<file path="src/hdl/mafpb_pkg.sv">
// Package: constants and types for the address filter and pacing block
package mafpb_pkg;

  // Register byte offsets
  localparam logic [6:0] OFS_ADDR_LO0  = 7'h00;
  localparam logic [6:0] OFS_ADDR_MID  = 7'h20;
  localparam logic [6:0] OFS_ADDR_HI   = 7'h24;
  localparam logic [6:0] OFS_HASH_LO   = 7'h28;
  localparam logic [6:0] OFS_HASH_HI   = 7'h2C;
  localparam logic [6:0] OFS_BOFF      = 7'h30;
  localparam logic [6:0] OFS_PACE      = 7'h34;
  localparam logic [6:0] OFS_RECEIVE_PAUSE_TIMER   = 7'h38;
  localparam logic [6:0] OFS_TRANSMIT_PAUSE_TIMER   = 7'h3C;

  // Backoff test register field positions
  localparam int BOFF_HALT_POS  = 31;
  localparam int ATTEMPT_LSB    = 27;
  localparam int RNG_LSB        = 16;
  localparam int RETRY_LSB      = 12;

  // Load values and backoff exponent limit
  localparam logic [4:0]  PACE_LOAD     = 5'h1F;
  localparam logic [15:0] RECEIVE_PAUSE_TIMER_LOAD  = 16'hFF00;
  localparam logic [3:0]  BOFF_MAX_EXP  = 4'hA;

  // Slot time: 512 bit times at the line rate
  localparam longint SLOT_BITS   = 512;
  localparam longint CLK_HZ      = 50_000_000;
  localparam longint RATE_FAST   = 100_000_000;
  localparam longint RATE_SLOW   = 10_000_000;
  localparam logic [11:0] SLOT_CYC_FAST = 12'(SLOT_BITS * CLK_HZ / RATE_FAST - 1);
  localparam logic [11:0] SLOT_CYC_SLOW = 12'(SLOT_BITS * CLK_HZ / RATE_SLOW - 1);

  typedef enum logic [0:0] {
    BUS_IDLE = 1'b0,
    BUS_ACK  = 1'b1
  } mafpb_bus_e;

  // Avalon-MM request
  typedef struct packed {
    logic [6:0]  address;
    logic        read;
    logic        write;
    logic [31:0] writedata;
    logic [3:0]  byteenable;
  } mafpb_avreq_s;

  // Transmit and receive events from the MAC
  typedef struct packed {
    logic        tx_collision;
    logic        tx_defer;
    logic        tx_good;
    logic        pause_sent;
    logic        pause_rx;
    logic [15:0] pause_rx_time;
    logic        da_valid;
    logic [47:0] da;
  } mafpb_ev_s;

endpackage

</file>
<file path="src/hdl/mafpb_top.sv">
// Station address, group hash filter, backoff, pacing and pause timers
`timescale 1ns/1ps
module mafpb_top #(
  parameter int NCHAN = 8
) (
  // Clock, reset, enable
  input  wire logic                 clk_sys_i,
  input  wire logic                 srst_i,
  input  wire logic                 ce_i,
  // Avalon-MM slave
  input  wire mafpb_pkg::mafpb_avreq_s av_i,
  output logic [31:0]               av_readdata_o,
  output logic                      av_waitrequest_o,
  // MAC side
  input  wire logic                 test_mode_enable_i,
  input  wire logic                 speed_fast_i,
  input  wire logic [NCHAN-1:0]     chan_enable_i,
  input  wire mafpb_pkg::mafpb_ev_s ev_i,
  // Results
  output logic [NCHAN-1:0]          chan_match_en_o,
  output logic [NCHAN-1:0]          chan_hit_o,
  output logic                      hash_hit_o,
  output logic                      backoff_busy_o,
  output logic                      quad_ipg_o,
  output logic                      pause_send_req_o,
  output logic                      tx_hold_o
);

  typedef struct packed {
    logic [NCHAN-1:0][7:0] addr_lo;
    logic [7:0]            addr_mid;
    logic [31:0]           addr_hi;
    logic [NCHAN-1:0]      match_en;
    logic [63:0]           hash;
    logic [3:0]            attempt;
    logic [3:0]            retry;
    logic [10:0]           rng;
    logic [9:0]            boff;
    logic [4:0]            pace;
    logic                  quad_ipg;
    logic [15:0]           rxp;
    logic [15:0]           txp;
    logic                  pause_req;
    logic [11:0]           slot_cnt;
    logic                  hash_hit;
    logic [NCHAN-1:0]      chan_hit;
    logic [31:0]           rdata;
    mafpb_pkg::mafpb_bus_e bus;
  } mafpb_st_s;

  mafpb_st_s r;
  mafpb_st_s nxt;

  // Six-bit fold of the destination address
  function automatic logic [5:0] hash_idx(input logic [47:0] da);
    logic [5:0] h;
    h = 6'h00;
    for (int i = 0; i < 6; i++) begin
      for (int k = 0; k < 8; k++) begin
        h[i] = h[i] ^ da[i + 6 * k];
      end
    end
    return h;
  endfunction

  // Byte-lane merge of a write into a stored word
  function automatic logic [31:0] be_merge(input logic [31:0] old,
                                           input logic [31:0] wd,
                                           input logic [3:0]  be);
    logic [31:0] m;
    m = old;
    for (int b = 0; b < 4; b++) begin
      if (be[b]) begin
        m[8 * b +: 8] = wd[8 * b +: 8];
      end
    end
    return m;
  endfunction

  logic        req;
  logic        wr_acc;
  logic        rd_idle;
  logic        tick;
  logic [31:0] boff_word;
  logic [47:0] station;

  assign req       = av_i.read | av_i.write;
  assign wr_acc    = av_i.write & (r.bus == mafpb_pkg::BUS_ACK);
  assign rd_idle   = av_i.read & (r.bus == mafpb_pkg::BUS_IDLE);
  assign tick      = (r.slot_cnt == 12'h000);
  assign boff_word = {(r.boff != 10'h000), r.attempt, r.rng, r.retry,
                      2'b00, r.boff};

  always_comb begin
    logic [3:0]  att_n;
    logic [9:0]  mask;
    logic [31:0] w;
    logic [3:0]  k;
    logic [47:0] st;
    nxt   = r;
    att_n = 4'h0;
    mask  = 10'h000;
    w     = 32'h0000_0000;
    k     = 4'h0;
    st    = 48'h0;

    // Bus handshake: one wait cycle, then answer
    if (req && r.bus == mafpb_pkg::BUS_IDLE) begin
      nxt.bus = mafpb_pkg::BUS_ACK;
    end else begin
      nxt.bus = mafpb_pkg::BUS_IDLE;
    end

    // Read mux, captured while the request waits
    if (rd_idle) begin
      nxt.rdata = 32'h0000_0000;
      if (av_i.address < mafpb_pkg::OFS_ADDR_MID && av_i.address[1:0] == 2'b00) begin
        nxt.rdata = {24'h00_0000, r.addr_lo[av_i.address[4:2]]};
      end else if (av_i.address == mafpb_pkg::OFS_ADDR_MID) begin
        nxt.rdata = {24'h00_0000, r.addr_mid};
      end else if (av_i.address == mafpb_pkg::OFS_ADDR_HI) begin
        nxt.rdata = r.addr_hi;
      end else if (av_i.address == mafpb_pkg::OFS_HASH_LO) begin
        nxt.rdata = r.hash[31:0];
      end else if (av_i.address == mafpb_pkg::OFS_HASH_HI) begin
        nxt.rdata = r.hash[63:32];
      end else if (av_i.address == mafpb_pkg::OFS_BOFF) begin
        nxt.rdata = boff_word;
      end else if (av_i.address == mafpb_pkg::OFS_PACE) begin
        nxt.rdata = {27'h000_0000, r.pace};
      end else if (av_i.address == mafpb_pkg::OFS_RECEIVE_PAUSE_TIMER) begin
        nxt.rdata = {16'h0000, r.rxp};
      end else if (av_i.address == mafpb_pkg::OFS_TRANSMIT_PAUSE_TIMER) begin
        nxt.rdata = {16'h0000, r.txp};
      end
    end

    // Free-running generator, counts from the first clock after reset
    nxt.rng = r.rng + 11'h001;

    // Slot timer at 512 bit times
    if (tick) begin
      nxt.slot_cnt = speed_fast_i ? mafpb_pkg::SLOT_CYC_FAST
                                  : mafpb_pkg::SLOT_CYC_SLOW;
    end else begin
      nxt.slot_cnt = r.slot_cnt - 12'h001;
    end

    // Backoff counter decrements per slot
    if (tick && r.boff != 10'h000) begin
      nxt.boff = r.boff - 10'h001;
    end

    // Pause timers count down per slot
    nxt.pause_req = 1'b0;
    if (tick && r.rxp != 16'h0000) begin
      nxt.rxp = r.rxp - 16'h0001;
      if (r.rxp == 16'h0001) begin
        nxt.pause_req = 1'b1;
      end
    end
    if (tick && r.txp != 16'h0000) begin
      nxt.txp = r.txp - 16'h0001;
    end

    // Register writes, taken on the answering edge
    if (wr_acc) begin
      if (av_i.address < mafpb_pkg::OFS_ADDR_MID && av_i.address[1:0] == 2'b00) begin
        w = be_merge({24'h00_0000, r.addr_lo[av_i.address[4:2]]},
                     av_i.writedata, av_i.byteenable);
        nxt.addr_lo[av_i.address[4:2]]  = w[7:0];
        nxt.match_en[av_i.address[4:2]] = 1'b0;
      end else if (av_i.address == mafpb_pkg::OFS_ADDR_MID) begin
        w = be_merge({24'h00_0000, r.addr_mid}, av_i.writedata, av_i.byteenable);
        nxt.addr_mid = w[7:0];
      end else if (av_i.address == mafpb_pkg::OFS_ADDR_HI) begin
        w = be_merge(r.addr_hi, av_i.writedata, av_i.byteenable);
        nxt.addr_hi  = {w[31:1], 1'b0};
        nxt.match_en = chan_enable_i;
      end else if (av_i.address == mafpb_pkg::OFS_HASH_LO) begin
        nxt.hash[31:0] = be_merge(r.hash[31:0], av_i.writedata,
                                  av_i.byteenable);
      end else if (av_i.address == mafpb_pkg::OFS_HASH_HI) begin
        nxt.hash[63:32] = be_merge(r.hash[63:32], av_i.writedata,
                                   av_i.byteenable);
      end else if (av_i.address == mafpb_pkg::OFS_BOFF) begin
        if (test_mode_enable_i) begin
          w = be_merge(boff_word, av_i.writedata, av_i.byteenable);
          nxt.rng = w[26:16];
        end
      end else if (av_i.address == mafpb_pkg::OFS_RECEIVE_PAUSE_TIMER) begin
        if (test_mode_enable_i) begin
          w = be_merge({16'h0000, r.rxp}, av_i.writedata, av_i.byteenable);
          nxt.rxp = w[15:0];
        end
      end else if (av_i.address == mafpb_pkg::OFS_TRANSMIT_PAUSE_TIMER) begin
        if (test_mode_enable_i) begin
          w = be_merge({16'h0000, r.txp}, av_i.writedata, av_i.byteenable);
          nxt.txp = w[15:0];
        end
      end
    end

    // Collision: count attempt, load backoff from the generator
    if (ev_i.tx_collision) begin
      att_n = (r.attempt == 4'hF) ? 4'hF : r.attempt + 4'h1;
      nxt.attempt = att_n;
      k = (att_n > mafpb_pkg::BOFF_MAX_EXP) ? mafpb_pkg::BOFF_MAX_EXP : att_n;
      mask = 10'((11'h001 << k) - 11'h001);
      nxt.boff = r.rng[9:0] & mask;
    end

    // Pacing counter and stretched gap
    if (ev_i.tx_collision || ev_i.tx_defer) begin
      nxt.pace     = mafpb_pkg::PACE_LOAD;
      nxt.quad_ipg = 1'b0;
    end else if (ev_i.tx_good) begin
      nxt.quad_ipg = (r.pace != 5'h00);
      if (r.pace != 5'h00) begin
        nxt.pace = r.pace - 5'h01;
      end
      nxt.retry   = r.attempt;
      nxt.attempt = 4'h0;
    end

    // Hardware loads win over test-mode writes
    if (ev_i.pause_sent) begin
      nxt.rxp = mafpb_pkg::RECEIVE_PAUSE_TIMER_LOAD;
    end
    if (ev_i.pause_rx) begin
      nxt.txp = ev_i.pause_rx_time;
    end

    // Destination lookup
    if (ev_i.da_valid) begin
      nxt.hash_hit = r.hash[hash_idx(ev_i.da)];
      for (int c = 0; c < NCHAN; c++) begin
        st = {r.addr_hi, r.addr_mid, r.addr_lo[c]};
        nxt.chan_hit[c] = r.match_en[c] & (ev_i.da == st);
      end
    end
  end

  always_ff @(posedge clk_sys_i) begin
    if (srst_i) begin
      r <= '0;
    end else if (ce_i) begin
      r <= nxt;
    end
  end

  assign station          = {r.addr_hi, r.addr_mid, r.addr_lo[0]};
  assign av_readdata_o    = r.rdata;
  assign av_waitrequest_o = req & (r.bus != mafpb_pkg::BUS_ACK);
  assign chan_match_en_o  = r.match_en;
  assign chan_hit_o       = r.chan_hit;
  assign hash_hit_o       = r.hash_hit;
  assign backoff_busy_o   = r.boff != 10'h000;
  assign quad_ipg_o       = r.quad_ipg;
  assign pause_send_req_o = r.pause_req;
  assign tx_hold_o        = r.txp != 16'h0000;
endmodule // mafpb_top

</file>
<file path="config.mk">
export PLATFORM = sky130hd
export DESIGN_NAME = mafpb_top
export DESIGN_NICKNAME = d
export VERILOG_FILES = /design/src/hdl/mafpb_pkg.sv /design/src/hdl/mafpb_top.sv
export SDC_FILE = /design/constraint.sdc
export NUM_CORES = 1
export LEC_CHECK = 0
export ABC_AREA = 1
export BUFFER_PORTS_ARGS = -buffer_cell sky130_fd_sc_hd__buf_2
export CAP_MARGIN = 20
export CORE_MARGIN = 2
export CORE_UTILIZATION = 54
export DETAILED_ROUTE_END_ITERATION = 16
export PLACE_DENSITY = 0.77
export SYNTH_ARGS = -nofsm -noshare
export SYNTH_HDL_FRONTEND = slang
export SYNTH_SLANG_ARGS = --single-unit
</file>
<file path="constraint.sdc">
create_clock -name clk_sys_i -period 2 [get_ports clk_sys_i]
set_clock_uncertainty 0.05 [all_clocks]
set_input_delay 0.2 -clock clk_sys_i [delete_from_list [all_inputs] [get_ports clk_sys_i]]
set_output_delay 0.2 -clock clk_sys_i [all_outputs]
set_load 0.02 [all_outputs]
</file>
==> results of run 1 <==
[synthesized netlist by cell type, types with 6 or more instances]
cell and count:
sky130_fd_sc_hd__a21oi_1 295, sky130_fd_sc_hd__a221oi_1 39, sky130_fd_sc_hd__a31oi_1 19, sky130_fd_sc_hd__buf_1 10, sky130_fd_sc_hd__buf_2 22, sky130_fd_sc_hd__buf_4 52, sky130_fd_sc_hd__clkbuf_1 73, sky130_fd_sc_hd__dfxtp_1 297
sky130_fd_sc_hd__ha_1 13, sky130_fd_sc_hd__inv_1 369, sky130_fd_sc_hd__inv_2 24, sky130_fd_sc_hd__nand2_1 345, sky130_fd_sc_hd__nand2_2 9, sky130_fd_sc_hd__nand3_1 162, sky130_fd_sc_hd__nand3b_1 7, sky130_fd_sc_hd__nand4_1 22
sky130_fd_sc_hd__nor2_1 182, sky130_fd_sc_hd__nor2_2 8, sky130_fd_sc_hd__nor3_1 30, sky130_fd_sc_hd__nor3_4 6, sky130_fd_sc_hd__nor4_1 20, sky130_fd_sc_hd__o2111ai_1 9, sky130_fd_sc_hd__o211ai_1 32, sky130_fd_sc_hd__o21ai_0 296
sky130_fd_sc_hd__o221ai_1 36, sky130_fd_sc_hd__o22ai_1 50, sky130_fd_sc_hd__or2_2 6, sky130_fd_sc_hd__xnor2_1 37, sky130_fd_sc_hd__xor2_1 59
[layout by cell type, fill, tap and decap left out, drive strengths merged, types with 3 or more instances in the layout]
cell type,count
ha,13
o22ai,50
nor4,25
nand3b,7
xor2,59
clkbuf,49
a31oi,19
clkinv,9
or2,8
dfxtp,297
nor3,38
a211oi,4
inv,396
bufinv,5
nand3,166
a21oi,295
o221ai,36
and3,3
nand2,356
xnor2,37
nand4,22
dlygate4sd3,34
o31ai,5
mux2i,5
a221oi,39
o21ai,302
o2111ai,9
o211ai,32
buf,487
nor2,196
[stage by stage]
stage	setup WS (ns)	power (mW)	cells	util, %
after floorplan	0.00304	8.45	2590	-
after global placement	-0.231	9.99	3320	63.4
after detailed placement	-0.300	10.1	3320	63.4
after CTS	-0.116	17.4	3449	69.6
after global routing	-0.294	18.8	3458	71.6
final	-0.234	18.2	3458	71.6
[final cells by class]
class	count	share of cell area, %
Clock buffer	49	4.48
Clock inverter	13	0.901
Inverter	397	6.47
Multi-Input combinational cell	1738	43.6
Sequential cell	297	25.7
Tap cell	442	2.39
Timing Repair Buffer	521	16.4
Timing Repair inverter	1	0.0324
[cell families (layout without fill, tap and decap cells)]
kind of cell | count (synthesis) | count (layout) | synth area share [%]
AND/OR/NAND/NOR | 821 | 821 | 21.3
AO/OA/AOI/OAI | 803 | 803 | 26.0
buffers and inverters | 555 | 981 | 13.1
flip-flops | 297 | 297 | 33.6
XOR/XNOR | 96 | 96 | 4.76
adder cells (fa/ha/maj) | 13 | 13 | 0.920
multiplexers | 5 | 5 | 0.283
[metal layers]
layer	vias up	wire, um
met5	-	0
met4	0	4850
met3	358	7930
met2	1509	32100
met1	9568	26800
li1	9555	-
[worst paths after layout]
path                                                startpoint                        endpoint  slack, ns  cells after the start
worst max-delay path                        r[49]$_SDFFE_PP0P_              r[84]$_SDFFE_PP0P_      -0.23                     14
worst min-delay path                                  av_i[24]             r[142]$_SDFFE_PP0P_     -0.009                      3
worst min register to register  av_readdata_o[16]$_SDFFE_PP0P_  av_readdata_o[16]$_SDFFE_PP0P_       0.41                      2
worst max register to register              r[49]$_SDFFE_PP0P_              r[84]$_SDFFE_PP0P_      -0.23                     14
[flip-flops by register name (all words and copies together) (netlist names)]
name              count
quad_ipg_o            1
hash_hit_o            1
pause_send_req_o      1
r                   217
chan_hit_o            8
boff_word            29
av_readdata_o        32
chan_match_en_o       8
[power breakdown]
group          internal (mW)  switching (mW)
Combinational           2.08            2.86
Sequential              6.10           0.198
Clock                   4.29            2.70
[what timing repair did]
action | CTS | global route
hold buffers | 34 | 0
setup buffers | 35 | 12
resized for setup | 62 | 147
hold endpoints to repair | 42 | 0
pin swaps | 31 | 64
setup endpoints to repair | 39 | 91
cloned | 0 | 2
[worst max-delay path, cell delays in order, from the launching register on]
cell and delay [ns]:
sky130_fd_sc_hd__dfxtp_1 0.34, sky130_fd_sc_hd__inv_1 0.14, sky130_fd_sc_hd__nand3_4 0.12, sky130_fd_sc_hd__nor4_4 0.30, sky130_fd_sc_hd__buf_6 0.19, sky130_fd_sc_hd__nand2_8 0.07, sky130_fd_sc_hd__nor2_4 0.12, sky130_fd_sc_hd__nand3_4 0.11
sky130_fd_sc_hd__nor2_4 0.12, sky130_fd_sc_hd__nand2_2 0.06, sky130_fd_sc_hd__o21ai_0 0.18, sky130_fd_sc_hd__nor2_1 0.08, sky130_fd_sc_hd__nor2_1 0.14, sky130_fd_sc_hd__o21ai_1 0.07, sky130_fd_sc_hd__inv_1 0.05
==> impl_metrics.yaml, run 1 <==
placed_design:
  dp_hpwl_mm: 51.4
  place.port_buffers: 181
  gpl.final_weighted_congestion: 1.01
  placed_cell_area_mm2: 0.0205
timing:
  transition_time_at_the_pin_with_the_least_slew_margin_ns: 0.692
  timing.hold.ws_ns: -0.00912
  fmaxAchievable_mhz: 448
  setup_viols_final: 38
  final_max_slew_viol_count: 0
  hold_viol_final: 1
  rsz0062_at_grt: "yes"
  min_period_over_period_pct: 112
  timing.setup.tns_ns: -3.13
  time_the_final_worst_path_needs_with_i_o_delays_and_setup_ns: 2.23
  setup_slack_ns: -0.234
  max_slew_margin_pct: 53.8
setup_path:
  critPathRequiredTime_ns: 2.41
  worst-endpoint-arrival_ns: 2.65
  startpoint_type: "flip-flop"
  critical_path.max_fanout: 3
  setup.worst_path.end_class: "flip-flop"
  critPathKind: "flip-flop to flip-flop"
synthesis:
  synthesis.area_mm2: 0.0177
  synth_seq_cells: 297
  synthTopCellsByArea: "sky130_fd_sc_hd__dfxtp_1 (34%), sky130_fd_sc_hd__o21ai_0 (8.4%), sky130_fd_sc_hd__a21oi_1 (8.4%), sky130_fd_sc_hd__inv_1 (7.8%), sky130_fd_sc_hd__nand2_1 (7.3%)"
  syn_area_per_cell_um2: 6.83
  yosysUniqueCellTypes: 56
  synthDominantCellAreaShare_pct: 33.6
  yosysWarningCount: 0
  async_flop_share_pct: 0
  synth-edff-count: 0
  postSynthCellCount: 2590
  synth_ff_type: "sky130_fd_sc_hd__dfxtp_1"
  synth_fp_nets: 2731
  ys_seq_area_share_pct: 33.6
  cell_taking_the_most_area_after_synthesis: "sky130_fd_sc_hd__dfxtp_1"
clock_tree:
  tritoncts: "yes"
  clkTransAtPathRegs_ns: 0.06
  clock_path_buffers: 3
  cts-htree-levels: 2
  cts_buffers: 35
  insertion_delay_ns: 0.54
  clock-root-buffer: "sky130_fd_sc_hd__clkbuf_16"
  cts_num_sinks: 297
grt:
  grt_util_met1_pct: 50.7
  grt_util_met3_pct: 6.19
  grt_antenna_before_repair: 1
  grtUsageTotal_pct: 39.6
  grt_overflow: 0
  grt_max_degree: 118
  groute.layer.met2.usage_pct: 63.5
  grt.busiest_layer: "met2"
  grt_first_pass_wirelength_mm: 105
  vias_in_the_first_global_route: 19209
floorplanning:
  area_of_the_die_mm2: 0.0342
  num_rows: 66
  dieWidth_um: 185
  floorplan.io_pins: 182
  core_area_mm2: 0.0324
  initial_util_pct: 54.6
  die_h_um: 185
detailed_routing:
  drt-total-wl_mm: 71.7
  post_drt_wl_per_cell_um: 20.7
  drt-pass1-iter-count: 10
  drcViolationCount: 0
  first_iter_violations: 2617
  via_per_inst: 6.07
  antenna_violation_net_count_after_detailed_routing: 0
  num_vias: 20990
outcome:
  violated_checks: "negative hold slack, negative setup slack"
  status: "finished, violations left"
layout:
  layout-drive-gt1-share_pct: 25.0
  seqCellArea_mm2: 0.00596
  flow.area_growth_from_synthesis_pct: 31.2
  final_area_mm2: 0.0232
  multi_input_comb_area_mm2: 0.0101
  fillerInstances: 2642
  antennaDiodeCount: 0
  finish.net_count: 3132
pwr:
  max-vdd-ir-drop_mv: 0.650
  power.leakage_nw: 10.3
  power_density_mw_per_mm2: 786
min_path:
  min_path_type: "input port to flip-flop"
job:
  count_of_maximum_capacitance_violations: 0
Power figures use the tool's default switching activity.
==> run 2: changes to the inputs <==
Settings changed: CTS_BUF_LIST from default to sky130_fd_sc_hd__clkbuf_8 sky130_fd_sc_hd__clkbuf_16.
==> impl_metrics.yaml, run 2 (synthesis results as in run 1) <==
timing:
  hold_viol_final: 1
  final_max_slew_viol_count: 0
  timing.setup.tns_ns: -3.07
  fmaxAchievable_mhz: 449
  setup_slack_ns: -0.226
  transition_time_at_the_pin_with_the_least_slew_margin_ns: 0.689
  timing.hold.ws_ns: -0.00582
  time_the_final_worst_path_needs_with_i_o_delays_and_setup_ns: 2.23
  min_period_over_period_pct: 111
  max_slew_margin_pct: 54.0
  rsz0062_at_grt: "yes"
  setup_viols_final: 37
min_path:
  min_path_type: "input port to flip-flop"
detailed_routing:
  drt-pass1-iter-count: 6
  num_vias: 20913
  drt-total-wl_mm: 71.7
  first_iter_violations: 2670
  via_per_inst: 6.05
  post_drt_wl_per_cell_um: 20.7
  drcViolationCount: 0
  antenna_violation_net_count_after_detailed_routing: 0
grt:
  grt_overflow: 0
  vias_in_the_first_global_route: 19207
  grt_max_degree: 118
  grtUsageTotal_pct: 39.6
  grt_antenna_before_repair: 1
  grt_first_pass_wirelength_mm: 105
pwr:
  power.leakage_nw: 10.3
  max-vdd-ir-drop_mv: 0.644
  post-layout-total-power_mw: 18.2
  power_density_mw_per_mm2: 785
floorplanning:
  die_h_um: 185
  core_area_mm2: 0.0324
  floorplan.io_pins: 182
  area_of_the_die_mm2: 0.0342
  initial_util_pct: 54.6
  dieWidth_um: 185
  num_rows: 66
setup_path:
  critPathMaxStageDelay_ns: 0.34
  startpoint_type: "flip-flop"
  worst-endpoint-arrival_ns: 2.64
  critPathRequiredTime_ns: 2.41
  critical_path.cell_chain: "inv_1 -> nand3_4 -> nor4_4 -> buf_6 -> nand2_8 -> nor2_4 -> nand3_4 -> nor2_4 -> nand2_2 -> o21ai_0 -> nor2_1 -> nor2_1 -> o21ai_1 -> inv_1"
  critPathKind: "flip-flop to flip-flop"
  crit_slowest_cell: "sky130_fd_sc_hd__dfxtp_1"
  setup.worst_path.end_class: "flip-flop"
  critical_path.max_fanout: 3
layout:
  flow.area_growth_from_synthesis_pct: 31.2
  postLayoutCoreUtil_pct: 71.6
  layoutNonFillerInstCount: 3458
  leading_cell_type_in_the_layout_fill_and_taps_excluded: "sky130_fd_sc_hd__inv_1"
  antennaDiodeCount: 0
  seqCellArea_mm2: 0.00596
  largest_register: "r"
  multi_input_comb_area_mm2: 0.0101
  finish.net_count: 3132
  fillerInstances: 2642
  top_library_cells_by_usage_in_the_layout_fill_and_taps_aside: "sky130_fd_sc_hd__inv_1 (360), sky130_fd_sc_hd__nand2_1 (327), sky130_fd_sc_hd__a21oi_1 (290)"
  largest_reg_flops: 217
  layout-drive-gt1-share_pct: 25.0
placed_design:
  place.port_buffers: 181
  placedCellCount: 3320
  dp_hpwl_mm: 51.4
  pre_cts_slack_ns: -0.300
  gpl.final_weighted_congestion: 1.01
clock_tree:
  cts_buffers: 35
  clock_path_buffers: 3
  clock-root-buffer: "sky130_fd_sc_hd__clkbuf_16"
  insertion_delay_ns: 0.53
  clkTransAtPathRegs_ns: 0.06
  tritoncts: "yes"
  cts_num_sinks: 297
  cts-htree-levels: 2
outcome:
  status: "finished, violations left"
  violated_checks: "negative hold slack, negative setup slack"
job:
  count_of_maximum_capacitance_violations: 0
run 2: cell count changes in the layout (fill, tap and decap cells not counted):
cell | before | now
sky130_fd_sc_hd__clkbuf_1 | 4 | 0
sky130_fd_sc_hd__inv_1 | 356 | 360
run 2: per-layer routing:
layer | wire length, um | track usage, % | vias to the layer above
met5 | 0 | 0 | -
met4 | 4810 | 22.4 | 0
met3 | 7600 | 6.19 | 361
met2 | 32100 | 63.5 | 1413
met1 | 27200 | 50.7 | 9594
li1 | - | - | 9545
run 2: final timing paths:
kind,depth (start not counted),endpoint,slack (ns),startpoint
worst min register to register,2,av_readdata_o[17]$_SDFFE_PP0P_,0.41,av_readdata_o[17]$_SDFFE_PP0P_
worst max-delay path,14,r[84]$_SDFFE_PP0P_,-0.23,r[49]$_SDFFE_PP0P_
worst max register to register,14,r[84]$_SDFFE_PP0P_,-0.23,r[49]$_SDFFE_PP0P_
worst min-delay path,3,r[142]$_SDFFE_PP0P_,-0.006,av_i[24]
run 2: worst max-delay path: cells and delay by family (launching register included):
kind,cells,cell delay (ns)
buffers and inverters,3,0.39
and+or+nand+nor,9,1.11
AOI/OAI and AO/OA,2,0.25
DFF,1,0.34
run 2: layout make-up:
cell class                      instances  share of cell area, %
Multi-Input combinational cell       1738                   43.6
Sequential cell                       297                   25.7
Timing Repair Buffer                  521                   16.4
Inverter                              397                   6.47
Clock buffer                           45                   4.42
Tap cell                              442                   2.39
Clock inverter                         17                  0.966
Timing Repair inverter                  1                 0.0324
run 2: per-stage QoR:
stage | hold WS, ns | cell area [um2]
final | -0.00582 | 23200
after global routing | 0.00432 | 23200
after global placement | 0.400 | 20500
after floorplan | 0.285 | 17700
after detailed placement | 0.404 | 20500
after CTS | 0.000149 | 22500
run 2: where the power goes:
part	switching, mW	internal [mW]
registers	0.196	6.10
clock network	2.70	4.27
logic	2.85	2.08
total	5.75	12.4
run 2: what timing repair did:
item,in CTS,in global routing
endpoints found under the setup margin,39,91
hold endpoints to repair,42,0
gates cloned,0,2
buffers inserted,35,12
pin swaps,31,64
resized for setup,62,147
hold buffers,34,0
